## config.mk

```make
export PLATFORM = sky130hd
export DESIGN_NAME = program_flow_and_irq_control
export DESIGN_NICKNAME = d
export VERILOG_FILES = /design/src/flow_pkg.sv /design/src/program_flow_and_irq_control.sv
export SDC_FILE = /design/constraint.sdc
export NUM_CORES = 1
export LEC_CHECK = 0
export BUFFER_PORTS_ARGS = -buffer_cell sky130_fd_sc_hd__buf_2
export CAP_MARGIN = 20
export CORE_UTILIZATION = 50
export CTS_CLUSTER_DIAMETER = 60
export DETAILED_ROUTE_END_ITERATION = 12
export PLACE_DENSITY = 0.81
export SLEW_MARGIN = 15
export SYNTH_ARGS = -nofsm -noshare
export SYNTH_HDL_FRONTEND = slang
export SYNTH_SLANG_ARGS = --single-unit
export TNS_END_PERCENT = 10
```

## constraint.sdc

```tcl
create_clock -name ref_clk -period 3 [get_ports ref_clk]
set_input_delay 0.45 -clock ref_clk [delete_from_list [all_inputs] [get_ports ref_clk]]
set_output_delay 0.45 -clock ref_clk [all_outputs]
set_load 0.01 [all_outputs]
```

## src/flow_pkg.sv

```systemverilog
// Purpose: constants and carrier types for the program flow and interrupt control block
// Assumes: one instruction clock, synchronous active-high reset
// Notes: file-register addresses are 8-bit bank-qualified locations of the data bus
package flow_pkg;
	// ----------------------------------------
	// widths
	// ----------------------------------------
	localparam int PC_W = 13;
	localparam int SP_W = 3;
	localparam int STACK_DEPTH = 8;
	localparam int IND_W = 9;
	localparam int PAGE_W = 11; // address field of a call or jump

	// ----------------------------------------
	// register addresses (low 7 bits mirrored across banks where noted)
	// ----------------------------------------
	localparam logic [6:0] ADDR_WINDOW = 7'h00;
	localparam logic [6:0] ADDR_LOW_BYTE = 7'h02;
	localparam logic [6:0] ADDR_POINTER = 7'h04;
	localparam logic [6:0] ADDR_HIGH_LATCH = 7'h0a;
	localparam logic [6:0] ADDR_IRQ_CONTROL = 7'h0b;
	localparam logic [7:0] ADDR_PERIPH_FLAGS = 8'h0c;
	localparam logic [7:0] ADDR_PERIPH_ENABLES = 8'h8c;

	// ----------------------------------------
	// control register fields
	// ----------------------------------------
	localparam int GIE_BIT = 7;
	localparam int PERIPHERAL_GROUP_ENABLE_BIT = 6;
	localparam int TIMER_OVERFLOW_ENABLE_BIT = 5;
	localparam int EXT_PIN_IRQ_ENABLE_BIT = 4;
	localparam int PORT_CHANGE_ENABLE_BIT = 3;
	localparam int TIMER_OVERFLOW_FLAG_BIT = 2;
	localparam int EXT_PIN_IRQ_FLAG_BIT = 1;
	localparam int PORT_CHANGE_FLAG_BIT = 0;
	localparam int LATCH_W = 5;
	localparam int PAGE_LO = 3; // latch bits 4:3 are page selects

	// ----------------------------------------
	// reset values and vectors
	// ----------------------------------------
	localparam logic [7:0] CONTROL_RST = 8'h00;
	localparam logic [7:0] PERIPH_RST = 8'h00;
	localparam logic [7:0] PERIPH_MASK = 8'h40; // only bit 6 implemented
	localparam logic [LATCH_W-1:0] LATCH_RST = 5'h00;
	localparam logic [7:0] POINTER_RST = 8'h00;
	localparam logic [PC_W-1:0] RESET_VECTOR = 13'h0000;
	localparam logic [PC_W-1:0] IRQ_VECTOR = 13'h0004;
	localparam logic [7:0] ZERO_BYTE = 8'h00;

	// ----------------------------------------
	// program counter operations from decode
	// ----------------------------------------
	typedef enum logic [2:0] {
		PC_HOLD = 3'b000,
		PC_STEP = 3'b001,
		PC_JUMP = 3'b010,
		PC_CALL = 3'b011,
		PC_RET = 3'b100,
		PC_IRQ = 3'b101
	} pc_op_t;

	// file register access from execution
	typedef struct packed {
		logic rd;
		logic wr;
		logic [7:0] addr; // bank bit in bit 7
		logic [7:0] wdata;
	} file_req_t;

	// request toward data memory
	typedef struct packed {
		logic rd;
		logic wr;
		logic [IND_W-1:0] addr;
		logic [7:0] wdata;
	} mem_req_t;

	// interrupt event pulses
	typedef struct packed {
		logic timer_overflow;
		logic ext_pin;
		logic port_change;
		logic [7:0] periph;
	} irq_events_t;
endpackage : flow_pkg

```

## src/program_flow_and_irq_control.sv

```systemverilog
// Purpose: program counter, return stack, indirect addressing and interrupt control
// Assumes: decode drives one pc_op per instruction cycle; ref_clk is the instruction clock
// Notes: data memory answers reads in the same cycle (mem_rdata combinational)
module program_flow_and_irq_control (
	input wire logic ref_clk,
	input wire logic sys_rst,
	input wire flow_pkg::pc_op_t pc_op,
	input wire logic [flow_pkg::PAGE_W-1:0] jump_field,
	input wire flow_pkg::file_req_t file_req,
	input wire logic indirect_bank_bit,
	input wire flow_pkg::irq_events_t events,
	input wire logic [7:0] mem_rdata,
	output flow_pkg::mem_req_t mem_req,
	output logic [7:0] file_rdata,
	output logic file_hit,
	output logic [flow_pkg::PC_W-1:0] pc,
	output logic irq_request
);
	import flow_pkg::*;

	// ----------------------------------------
	// state
	// ----------------------------------------
	logic [PC_W-1:0] pc_r;
	logic [PC_W-1:0] pc_nxt;
	logic [LATCH_W-1:0] counter_high_latch_r;
	logic [7:0] core_irq_control_r;
	logic [7:0] peripheral_irq_flags_r;
	logic [7:0] peripheral_irq_enables_r;
	logic [7:0] indirect_pointer_r;
	logic [PC_W-1:0] stack_mem [STACK_DEPTH];
	logic [SP_W-1:0] sp_r;
	logic [SP_W-1:0] pop_idx;

	// decoded accesses
	logic is_window;
	logic hit_low, hit_latch, hit_ctrl, hit_pflags, hit_pen, hit_ptr;
	logic wr_low, wr_latch, wr_ctrl, wr_pflags, wr_pen, wr_ptr;
	logic ind_self;
	logic periph_pending;
	logic [7:0] ctrl_set;

	assign pop_idx = sp_r - SP_W'(1);

	// ----------------------------------------
	// address decode
	// ----------------------------------------
	always_comb begin
		is_window = 1'b0;
		hit_low = 1'b0;
		hit_latch = 1'b0;
		hit_ctrl = 1'b0;
		hit_pflags = 1'b0;
		hit_pen = 1'b0;
		hit_ptr = 1'b0;
		if (file_req.addr[6:0] == ADDR_WINDOW) begin
			is_window = 1'b1;
		end else if (file_req.addr[6:0] == ADDR_LOW_BYTE) begin
			hit_low = 1'b1;
		end else if (file_req.addr[6:0] == ADDR_POINTER) begin
			hit_ptr = 1'b1;
		end else if (file_req.addr[6:0] == ADDR_HIGH_LATCH) begin
			hit_latch = 1'b1;
		end else if (file_req.addr[6:0] == ADDR_IRQ_CONTROL) begin
			hit_ctrl = 1'b1;
		end else if (file_req.addr == ADDR_PERIPH_FLAGS) begin
			hit_pflags = 1'b1;
		end else if (file_req.addr == ADDR_PERIPH_ENABLES) begin
			hit_pen = 1'b1;
		end
	end

	assign wr_low = file_req.wr & hit_low;
	assign wr_latch = file_req.wr & hit_latch;
	assign wr_ctrl = file_req.wr & hit_ctrl;
	assign wr_pflags = file_req.wr & hit_pflags;
	assign wr_pen = file_req.wr & hit_pen;
	assign wr_ptr = file_req.wr & hit_ptr;
	assign ind_self = (indirect_pointer_r[6:0] == ADDR_WINDOW);

	// ----------------------------------------
	// indirect path to data memory
	// ----------------------------------------
	// window access becomes a memory access at bank bit plus pointer, unless the pointer selects the window itself
	always_comb begin
		mem_req.rd = file_req.rd & is_window & ~ind_self;
		mem_req.wr = file_req.wr & is_window & ~ind_self;
		mem_req.addr = {indirect_bank_bit, indirect_pointer_r};
		mem_req.wdata = file_req.wdata;
	end

	// ----------------------------------------
	// read data mux
	// ----------------------------------------
	always_comb begin
		file_rdata = ZERO_BYTE;
		file_hit = is_window | hit_low | hit_latch | hit_ctrl | hit_pflags | hit_pen | hit_ptr;
		if (is_window) begin
			file_rdata = ind_self ? ZERO_BYTE : mem_rdata;
		end else if (hit_low) begin
			file_rdata = pc_r[7:0];
		end else if (hit_latch) begin
			file_rdata = {3'b000, counter_high_latch_r};
		end else if (hit_ctrl) begin
			file_rdata = core_irq_control_r;
		end else if (hit_pflags) begin
			file_rdata = peripheral_irq_flags_r;
		end else if (hit_pen) begin
			file_rdata = peripheral_irq_enables_r;
		end else if (hit_ptr) begin
			file_rdata = indirect_pointer_r;
		end
	end

	// ----------------------------------------
	// program counter
	// ----------------------------------------
	// upper bits come from the latch or the stack, are cleared by the vector, and take the carry of a step
	always_comb begin
		pc_nxt = pc_r;
		case (pc_op)
			PC_STEP: pc_nxt = pc_r + PC_W'(1);
			PC_JUMP, PC_CALL: begin
				// page bits 4:3 of the latch give pc bits 12:11, one of four pages
				pc_nxt = {counter_high_latch_r[LATCH_W-1:PAGE_LO], jump_field};
			end
			PC_RET: pc_nxt = stack_mem[pop_idx];
			PC_IRQ: pc_nxt = IRQ_VECTOR;
			default: pc_nxt = pc_r;
		endcase
		if (wr_low) begin
			pc_nxt = {counter_high_latch_r, file_req.wdata};
		end
	end

	always_ff @(posedge ref_clk) begin
		if (sys_rst) begin
			pc_r <= RESET_VECTOR;
		end else begin
			pc_r <= pc_nxt;
		end
	end

	assign pc = pc_r;

	// ----------------------------------------
	// holding latch
	// ----------------------------------------
	// written only by software; stack traffic does not touch it
	always_ff @(posedge ref_clk) begin
		if (sys_rst) begin
			counter_high_latch_r <= LATCH_RST;
		end else if (wr_latch) begin
			counter_high_latch_r <= file_req.wdata[LATCH_W-1:0];
		end
	end

	// ----------------------------------------
	// return stack
	// ----------------------------------------
	// pointer wraps freely, oldest entry overwritten, no status
	always_ff @(posedge ref_clk) begin
		if (sys_rst) begin
			sp_r <= '0;
		end else if (pc_op == PC_CALL || pc_op == PC_IRQ) begin
			sp_r <= sp_r + SP_W'(1);
		end else if (pc_op == PC_RET) begin
			sp_r <= pop_idx;
		end
	end

	// entries hold the return address; not part of any address space
	always_ff @(posedge ref_clk) begin
		if (pc_op == PC_CALL) begin
			stack_mem[sp_r] <= pc_r + PC_W'(1);
		end else if (pc_op == PC_IRQ) begin
			stack_mem[sp_r] <= pc_r;
		end
	end

	// ----------------------------------------
	// indirect pointer
	// ----------------------------------------
	always_ff @(posedge ref_clk) begin
		if (sys_rst) begin
			indirect_pointer_r <= POINTER_RST;
		end else if (wr_ptr) begin
			indirect_pointer_r <= file_req.wdata;
		end
	end

	// ----------------------------------------
	// interrupt control register
	// ----------------------------------------
	// event sets win over a simultaneous software write
	always_comb begin
		ctrl_set = ZERO_BYTE;
		ctrl_set[TIMER_OVERFLOW_FLAG_BIT] = events.timer_overflow;
		ctrl_set[EXT_PIN_IRQ_FLAG_BIT] = events.ext_pin;
		ctrl_set[PORT_CHANGE_FLAG_BIT] = events.port_change;
	end

	always_ff @(posedge ref_clk) begin
		if (sys_rst) begin
			core_irq_control_r <= CONTROL_RST;
		end else if (wr_ctrl) begin
			core_irq_control_r <= file_req.wdata | ctrl_set;
		end else begin
			core_irq_control_r <= core_irq_control_r | ctrl_set;
		end
	end

	// ----------------------------------------
	// peripheral flags and enables
	// ----------------------------------------
	always_ff @(posedge ref_clk) begin
		if (sys_rst) begin
			peripheral_irq_flags_r <= PERIPH_RST;
		end else if (wr_pflags) begin
			peripheral_irq_flags_r <= (file_req.wdata | events.periph) & PERIPH_MASK;
		end else begin
			peripheral_irq_flags_r <= (peripheral_irq_flags_r | events.periph) & PERIPH_MASK;
		end
	end

	always_ff @(posedge ref_clk) begin
		if (sys_rst) begin
			peripheral_irq_enables_r <= PERIPH_RST;
		end else if (wr_pen) begin
			peripheral_irq_enables_r <= file_req.wdata & PERIPH_MASK;
		end
	end

	// ----------------------------------------
	// interrupt request
	// ----------------------------------------
	assign periph_pending = core_irq_control_r[PERIPHERAL_GROUP_ENABLE_BIT]
		& |(peripheral_irq_flags_r & peripheral_irq_enables_r);

	// flag and own enable, then global gate
	assign irq_request = core_irq_control_r[GIE_BIT] & (
		(core_irq_control_r[TIMER_OVERFLOW_ENABLE_BIT] & core_irq_control_r[TIMER_OVERFLOW_FLAG_BIT])
		| (core_irq_control_r[EXT_PIN_IRQ_ENABLE_BIT] & core_irq_control_r[EXT_PIN_IRQ_FLAG_BIT])
		| (core_irq_control_r[PORT_CHANGE_ENABLE_BIT] & core_irq_control_r[PORT_CHANGE_FLAG_BIT])
		| periph_pending);
endmodule : program_flow_and_irq_control
```

Word level (Yosys, flattened, before mapping)
Memories as Yosys holds them, arrays and structs flattened.
Cells that the tools add are included.
- register bits after elaboration: 45
- bits in writable memories: 104
- input bits: 54
- output and inout port bits: 42
- word-level logic and storage cells: 108
- memories: 1
- $add $sub $neg: 3
- equal/unequal tests: 11
- multiplexer cells: 48
- bitwise logic cells: 31
- reduce and logical (&&, ||, !) cells: 7
- memories (memory ; depth ; width ; read ports ; clocked after Yosys merged registers in ; wr ports ; RTL line ; source):
    stack_mem ; 8 ; 13 ; 1 ; 0 ; 1 ; program_flow_and_irq_control.sv:31 ; logic [PC_W-1:0] stack_mem [STACK_DEPTH];
- operator list (operator ; count):
    $mux W8 ; 9
    $pmux W13 S4 ; 1
    $mux W1 ; 33
    $mux W13 ; 2
    $or A8 B3 Y8 ; 2
    $and A1 B1 Y1 ; 15
    $eq A7 B4 Y1 const B ; 2
    $logic_not A7 Y1 ; 2
    $or A7 B7 Y7 ; 2
    $add A13 B1 Y13 const B ; 1
    $or A1 B1 Y1 ; 10
    $eq A8 B4 Y1 const B ; 1
    $eq A8 B8 Y1 const B ; 1
    $reduce_or A8 Y1 ; 1
    $and A7 B7 Y7 ; 1
    $eq A7 B2 Y1 const B ; 1
    $eq A7 B3 Y1 const B ; 1
    $mux W7 ; 1
    $eq A3 B2 Y1 const B ; 2
    $eq A3 B3 Y1 const B ; 2
    $mux W3 ; 2
    $reduce_bool A5 Y1 ; 1
    $add A3 B1 Y3 const B ; 1
    $eq A3 B1 Y1 const B ; 1
    other kinds (5) ; 5

Logic depth before layout (Yosys ltp)
Gate-level depths: netlist of the first run.
- depth in word-level cells: 14
- mapped depth: 11

Worst setup path before layout of the first run
OpenSTA, ideal clock, no wires.
- path kind: flip-flop to flip-flop
- start point: register sp_r[0]
- end point: register pc_r[8], in the netlist pc[8]
- library setup time: 114 ps
- arrival time: 2531 ps
- required time: 2886 ps
- path slack: 355 ps
- cell stages (with the launch flop): 11
- path through: dfxtp_1 buf_2 inv_1 clkbuf_1 ha_1 clkbuf_1 clkbuf_1 mux4_2 mux2i_1 o21ai_0 a21o_1
- cells in the longest elaborated chain, start to end: 4
- ends and longest elaborated chain (element ; RTL line ; source):
    start, declared ; program_flow_and_irq_control.sv:32 ; logic [SP_W-1:0] sp_r;
    start signal, assigned ; program_flow_and_irq_control.sv:166 ; sp_r <= sp_r + SP_W'(1);
    start signal, assigned ; program_flow_and_irq_control.sv:168 ; sp_r <= pop_idx;
    $sub A3 B1 Y3 ; program_flow_and_irq_control.sv:43 ; assign pop_idx = sp_r - SP_W'(1);
    $mem_v2 Z8 W13 ; -- ;
    $pmux W13 S4 ; program_flow_and_irq_control.sv:121 ; case (pc_op)
    $mux W13 ; program_flow_and_irq_control.sv:131 ; if (wr_low) begin
    end signal, assigned ; program_flow_and_irq_control.sv:140 ; pc_r <= pc_nxt;
    end, declared ; program_flow_and_irq_control.sv:24 ; logic [PC_W-1:0] pc_r;
No other way between the ends.
A chain may end at the register's enable or synchronous reset.

Final worst setup path of the first run
- start point: register indirect_pointer_r[3]
- end point: output port file_rdata[2]
- cells in the longest elaborated chain, start to end: 3
- ends and longest elaborated chain (element ; RTL line ; source):
    start, declared ; program_flow_and_irq_control.sv:30 ; logic [7:0] indirect_pointer_r;
    start signal, assigned ; program_flow_and_irq_control.sv:188 ; indirect_pointer_r <= file_req.wdata;
    $logic_not A7 Y1 ; program_flow_and_irq_control.sv:79 ; assign ind_self = (indirect_pointer_r[6:0] == ADDR_WINDOW);
    $mux W8 ; program_flow_and_irq_control.sv:99 ; file_rdata = ind_self ? ZERO_BYTE : mem_rdata;
    $mux W8 ; program_flow_and_irq_control.sv:98 ; if (is_window) begin
    end, declared ; program_flow_and_irq_control.sv:14 ; output logic [7:0] file_rdata,
No other way between the ends.

==> results summary, run 1 <==
The residual antenna-violating net count after detailed routing came out at 0. The clock passes through at most 2 buffers. The library cell with the largest summed area after synthesis is sky130_fd_sc_hd__edfxtp_1. The net count after synthesis is 619. The die footprint is 14200 um2.

Across all setup checks in the final design, the least slack found is 86.3 ps. The total routed wirelength is 17900 um. The clock skew after layout is 12.6 ps. The total congestion overflow after global routing came out at 0. The detailed router finished its first iteration with 391 violations. The share of synthesized area in the top cell type comes to 0.454. The flow ran to the end, and the final reports show no timing, DRC or antenna violations. The peak fanout along the critical path came out at 9. The number of buffers inserted by port buffering is 86. CTS placed an instance of sky130_fd_sc_hd__clkbuf_16 at the clock tree root. The placed wire-length estimate after detailed placement is 12300 um.

For this run, the number of Yosys warnings is 0. The minimum clock period after layout is 2910 ps. The clock latency reported for the late side of the worst-skew pair is 430 ps. Clock-pin slew was measured on the worst setup and hold paths at 60 ps. Counting instances in the post-synthesis netlist gives the leading cell types as 104 x sky130_fd_sc_hd__edfxtp_1, 43 x sky130_fd_sc_hd__a21oi_1, 39 x sky130_fd_sc_hd__dfxtp_1.

The worst setup path is captured at an output pin. The count of state elements after synthesis came out at 143. After clock tree synthesis, the setup repair step added 0 buffers.

At the end of routability-driven placement, the weighted congestion stood at 0.983. The cell count after synthesis came out at 561. For the worst setup path, the data required time is 2550 ps. In this run, synthesis inferred 104 flip-flops with an integrated enable.

The first-pass GRT wire length came out at 27700 um. Counting both buffers and inverters, the worst setup path holds a total of 2. After synthesis, the share of flip-flops with an asynchronous set or reset is 0. The net count of the finished layout is 702. The count of vias placed by the detailed router came out at 5040. Entering global routing, the biggest net connects 40 pins.

The critical path is of the flop to output pin type. The post-route setup TNS is 0 ps. The max-cap violation count came out at 0. The worst setup slack before clock tree synthesis is 272 ps. Row generation in the floorplan step produced 42 rows. The critical path data arrival time came out at 2460 ps. The initial antenna violation count came out at 0. The number of buffers inserted during clock tree synthesis came out at 17. The die span in x is 119 um. Setup repair after global routing left no endpoint under its margin. In this design, the stage delay of the slowest critical-path cell is 520 ps. The post-synthesis instance area came out at 6880 um2. In the routed design, unresolved DRC markers number 0. Of the available clock period, the critical path in the final layout requires 0.971. The worst slew margin relative to its limit is 0.419. Derived from the worst setup path, the maximum achievable clock frequency is 0.343 GHz.

STA classifies the critical path startpoint as a flop. The post-cts repair resize count is 0. The power per standard cell area is 606 nW/um2. Overall power consumption after layout is estimated at 4880 uW. The final-report max-slew violation count came to 0. The per-cell via count in the routed design is 6.06. The signal on the critical path passes through or4_1, nor4_1, nor4b_2, buf_4, a221o_1, buf_2.

The region available for standard cell placement spans 13300 um2. TritonCTS built the clock tree. The quantity of hold-fixing buffers added after cts came out at 0. The all-layer global routing usage is 0.264.

The total leakage power is 0.00298 uW. For this design, the slowest cell found on the critical path is sky130_fd_sc_hd__or4_1. By instance count, the leading cell after synthesis is sky130_fd_sc_hd__edfxtp_1. The number of diodes added for antenna fixing came out at 0. The count of endpoints failing hold in the final timing report is 0. The post-detailed-route wirelength per cell came out at 21.5 um. For this run, the number of standard cells in the final layout without fillers is 832.

The total instance count after detailed placement came out at 801. In this run the vertical extent of the chip is 119 um. The first detailed-routing pass took 5 iterations. For this design, the sink count on the clock tree is 143.

Ranked by total cell area, the synthesized netlist is headed by sky130_fd_sc_hd__edfxtp_1 45%, sky130_fd_sc_hd__dfxtp_1 11%, sky130_fd_sc_hd__mux4_2 7.2%. The relative area change from synthesis to final layout is 17.0%. The depth of the CTS H-tree is 4. Among all flip-flop cells after synthesis, the most frequent one is sky130_fd_sc_hd__edfxtp_1.

The worst hold-check slack came out at 266 ps. For this configuration, the core starts out at a cell density of 0.516. Setup violations remaining at the end of the flow were counted as 0. At the pin with the least slew margin, the transition time is 862 ps.

Among cell families on the critical path, the largest total delay comes from simple AND/OR/NAND/NOR gates. The sequential fraction of the synthesis area is 0.567. The via count of the first global-routing pass is 5134. The path class of the lowest-slack min-delay path is primary input to flop.

The count of distinct cell types in the synthesized netlist is 60. The layout cell share with drive strength beyond 1 came out at 0.273. The mean cell area of the mapped netlist came out at 12.3 um2. The count of boundary I/O pins is 96.

The worst supply voltage drop on vdd is 542 uV.
-- stage by stage --
stage | cell area, um2 | util
after floorplan | 6880 | -
after global placement | 7500 | 0.562
after detailed placement | 7500 | 0.562
after CTS | 8050 | 0.603
after global routing | 8050 | 0.603
final | 8050 | 0.603
-- worst min-delay path, stage by stage --
cell and delay [ps]:
sky130_fd_sc_hd__buf_2 90, sky130_fd_sc_hd__inv_1 50, sky130_fd_sc_hd__a21oi_1 50
-- cell usage in the layout (no fill, tap or decap), drive strengths merged, types with 6 or more instances in the layout --
master / Yosys / final
a21oi: 43 / 43
edfxtp: 104 / 104
xor2: 9 / 9
inv: 15 / 15
clkbuf: 23 / 18
xnor2: 17 / 17
nand3: 22 / 22
buf: 26 / 113
a22oi: 17 / 17
nor3: 11 / 11
clkinv: 0 / 9
o21ai: 14 / 14
nor2: 39 / 39
a31oi: 6 / 6
mux4: 22 / 22
mux2i: 25 / 25
nand2b: 6 / 6
dfxtp: 39 / 39
nand2: 38 / 38
nand4: 7 / 7
nor2b: 7 / 7
-- cells by family after synthesis --
| family | synth area share |
|---|---|
| compound gates | 0.115 |
| xor+xnor | 0.0358 |
| simple gates | 0.116 |
| mux | 0.115 |
| flops | 0.567 |
| fa+ha+maj | 0.00727 |
| buf+inv | 0.0438 |
-- per-layer routing --
metal	vias up	global-route usage	wire length, um
li1	2287	-	-
met1	2443	0.314	7150
met2	269	0.440	8780
met3	41	0.0771	1420
met4	0	0.127	564
met5	-	0	0
-- registers in the layout, indices dropped and copies added (netlist names) --
name                      flops
sp_r                          3
counter_high_latch_r          5
stack_mem                   104
peripheral_irq_enables_r      1
indirect_pointer_r            8
pc                           13
core_irq_control_r            8
peripheral_irq_flags_r        1
-- power breakdown --
part | internal, uW | total [uW] | switching (uW)
registers | 2190 | 2250 | 52.5
logic | 273 | 654 | 382
clock network | 1200 | 1980 | 777
total | 3670 | 4880 | 1210
-- path summary, 6_finish.rpt --
path / endpoint / start / slack (ps) / cells after the start
min reg2reg: indirect_pointer_r[2] / indirect_pointer_r[2] / 500 / 2
max reg2reg: pc[0] / sp_r[1] / 420 / 7
max: file_rdata[2] / indirect_pointer_r[3] / 90 / 6
min: peripheral_irq_flags_r[6] / events[6] / 270 / 3
-- layout make-up --
cell class	instances	area [um2]
Fill cell	1043	5290
Sequential cell	143	3900
Multi-Input combinational cell	354	2690
Timing Repair Buffer	113	633
Clock buffer	18	429
Tap cell	176	220
Clock inverter	13	124
Inverter	15	56.3
Note: power is estimated with default switching activity, not from simulation.
==> run 2: changes to the inputs <==
Settings changed: REMOVE_ABC_BUFFERS set to 1.
==> results summary, run 2 (same netlist as run 1, synthesis figures left out) <==
The flow ran to the end, and the final reports show no timing, DRC or antenna violations. The type of destination of the critical path is an output pin. The total leakage power is 0.00301 uW (+0.91%). The worst slew margin relative to its limit is 0.380 (-0.0392). The clock latency reported for the late side of the worst-skew pair came out at 420 ps (about the same).

TritonCTS built the clock tree. The largest individual stage delay along the critical path comes from the cell sky130_fd_sc_hd__or4_1. The worst hold-check slack is 275 ps (+8.82 ps). The depth of the CTS H-tree is 4 (unchanged). The post-route setup TNS came to 0 ps (unchanged). The combined buffer and inverter count along the critical path was 2 (unchanged). The quantity of hold-fixing buffers added after cts came out at 0 (unchanged).

The all-layer global routing usage is 0.257 (-0.00672). The met3 layer usage reported by global route is 0.0608 (-0.0163). The number of diodes added for antenna fixing is 0 (unchanged). The worst supply voltage drop on vdd is 540 uV (-0.40%). The leading cell type in the layout, fill and taps excluded is sky130_fd_sc_hd__edfxtp_1. The most flop-heavy register is stack_mem. The clock root buffer is sky130_fd_sc_hd__clkbuf_16. The global routing met2 resource utilization came out at 0.414 (-0.0262). The per-cell via count in the routed design is 6.09 (+0.57%). STA classifies the critical path startpoint as a flop. The max-cap violation count is 0 (unchanged). The relative area change from synthesis to final layout came out at 17.7%. The minimum clock period after layout came out at 2840 ps (-72.3 ps).

The signal on the critical path passes through or4_1, nor4_1, nor4b_2, buf_4, a221o_1, buf_2. The peak fanout along the critical path is 9 (unchanged). The final-layout fill cell count was 1032 (-1.1%).

The layout cell share with drive strength beyond 1 came out at 0.276 (+0.00331). The chip height was 119 um (unchanged). The largest net degree at the start of global routing is 40 (unchanged).

The tightest min-delay check is of the primary input to flop type. The number of clock sinks came to 143 (unchanged). The number of flip-flops under the largest register name was 104 (unchanged).

The transition at the pin with the smallest max-transition slack came out at 920 ps (+58.2 ps). The iteration count of the initial detailed-routing pass is 5 (unchanged). The count of endpoints failing hold in the final timing report was 0 (unchanged). The count of vias placed by the detailed router came out at 5087 (+0.93%). The final setup violation count came out at 0 (unchanged).

The via count of the first global-routing pass came to 5056 (-1.5%). The net count of the finished layout is 705 (+0.43%). The number of rows created at floorplan is 42 (unchanged). The initial antenna violation count came out at 0 (unchanged). The post-detailed-route wirelength per cell is 20.8 um (-3.2%). The number of buffers inserted during clock tree synthesis is 17 (unchanged). The placeable core region is 13300 um2 (unchanged). Setup repair after global routing left no endpoint under its margin.

The first-pass GRT wire length came out at 27300 um (-1.4%). In the layout the commonest cells are 104 x sky130_fd_sc_hd__edfxtp_1, 86 x sky130_fd_sc_hd__buf_2, 43 x sky130_fd_sc_hd__a21oi_1. The total congestion overflow after global routing is 0 (unchanged). The power per standard cell area was 612 nW/um2 (+1.0%).

The post-layout worst setup margin came out at 159 ps (+72.3 ps). The critical path data arrival time is 2390 ps (-70 ps). The detailed-route DRC error count is 0 (unchanged). After global routing, the most crowded layer is met2.

The clock-pin slew reported for the worst setup and hold paths after clock tree synthesis was 50 ps (about the same). The final-report max-slew violation count came out at 0 (unchanged). The maximum number of buffers from clock root to sink is 2 (unchanged). The final critical-path share of the clock period is 0.947 (-0.0241).

The residual antenna-violating net count after detailed routing was 0 (unchanged). The worst endpoint required time is 2550 ps (about the same). The die footprint is 14200 um2 (unchanged). The total routed wirelength came out at 17400 um (-2.9%). The starting density of the core came out at 0.516 (unchanged). The post-CTS setup buffer count is 0 (unchanged). The clock skew after layout is 7.81 ps (-4.79 ps). Broken down by cell family, the worst path's largest delay share belongs to simple AND/OR/NAND/NOR gates. The placed wire-length estimate after detailed placement is 12300 um (+0.13%).

The worst setup slack before clock tree synthesis came out at 332 ps (+59.7 ps). The count of boundary I/O pins came to 96 (unchanged). The violation count after the first detailed-routing iteration came to 504 (+29%). The number of buffers inserted by port buffering came to 86 (unchanged). The highest attainable clock frequency came out at 0.352 GHz (+2.5%). The power consumption came out at 4960 uW (+1.6%). The final RePlAce weighted congestion is 0.906 (-7.8%).

The global-route track usage on met1 is 0.324 (+0.0109). The worst setup path is of the flop to output pin kind. The post-cts repair resize count came to 0 (unchanged). The die span in x is 119 um (unchanged). The longest individual stage delay on the worst path came out at 530 ps (about the same).
==> run 2: per-layer routing <==
metal  routed length [um]  share of wire
met5                    0              0
met4                  579          0.033
met3                 1550          0.089
met2                 8330           0.48
met1                 6940           0.40
==> run 2: worst register-to-register path, stage by stage (launching register included) <==
cell	delay, ps
sky130_fd_sc_hd__dfxtp_1	510
sky130_fd_sc_hd__inv_1	120
sky130_fd_sc_hd__ha_1	300
sky130_fd_sc_hd__xor2_4	470
sky130_fd_sc_hd__mux4_2	560
sky130_fd_sc_hd__o2111ai_1	260
sky130_fd_sc_hd__a221o_1	200
sky130_fd_sc_hd__a21oi_1	60
==> run 2: final timing paths <==
check                                           start                    end  slack [ps]  cells past startpoint
worst max register to register                sp_r[1]                  pc[1]         370                      7
worst min register to register  indirect_pointer_r[7]  indirect_pointer_r[7]         490                      2
worst max-delay path            indirect_pointer_r[3]          file_rdata[2]         160                      6
worst min-delay path                        events[9]  core_irq_control_r[1]         270                      3
==> run 2: per-stage QoR <==
stage          std cells  utilization  cell area, um2
2_1_floorplan        512            -            6640
3_3_place_gp         804        0.564            7520
3_5_place_dp         804        0.564            7520
4_1_cts              835        0.607            8100
5_1_grt              835        0.607            8100
6_report             835        0.607            8100
==> run 2: layout make-up <==
class | count | area, um2 | share of cell area
Clock inverter | 12 | 145 | 0.0179
Clock buffer | 19 | 433 | 0.0534
Inverter | 15 | 56.3 | 0.00695
Tap cell | 176 | 220 | 0.0272
Multi-Input combinational cell | 354 | 2690 | 0.332
Timing Repair Buffer | 116 | 656 | 0.0809
Sequential cell | 143 | 3900 | 0.482
==> run 2: power by group <==
part | switching [uW] | internal (uW)
Clock | 774 | 1290
Combinational | 372 | 270
Sequential | 58.0 | 2190
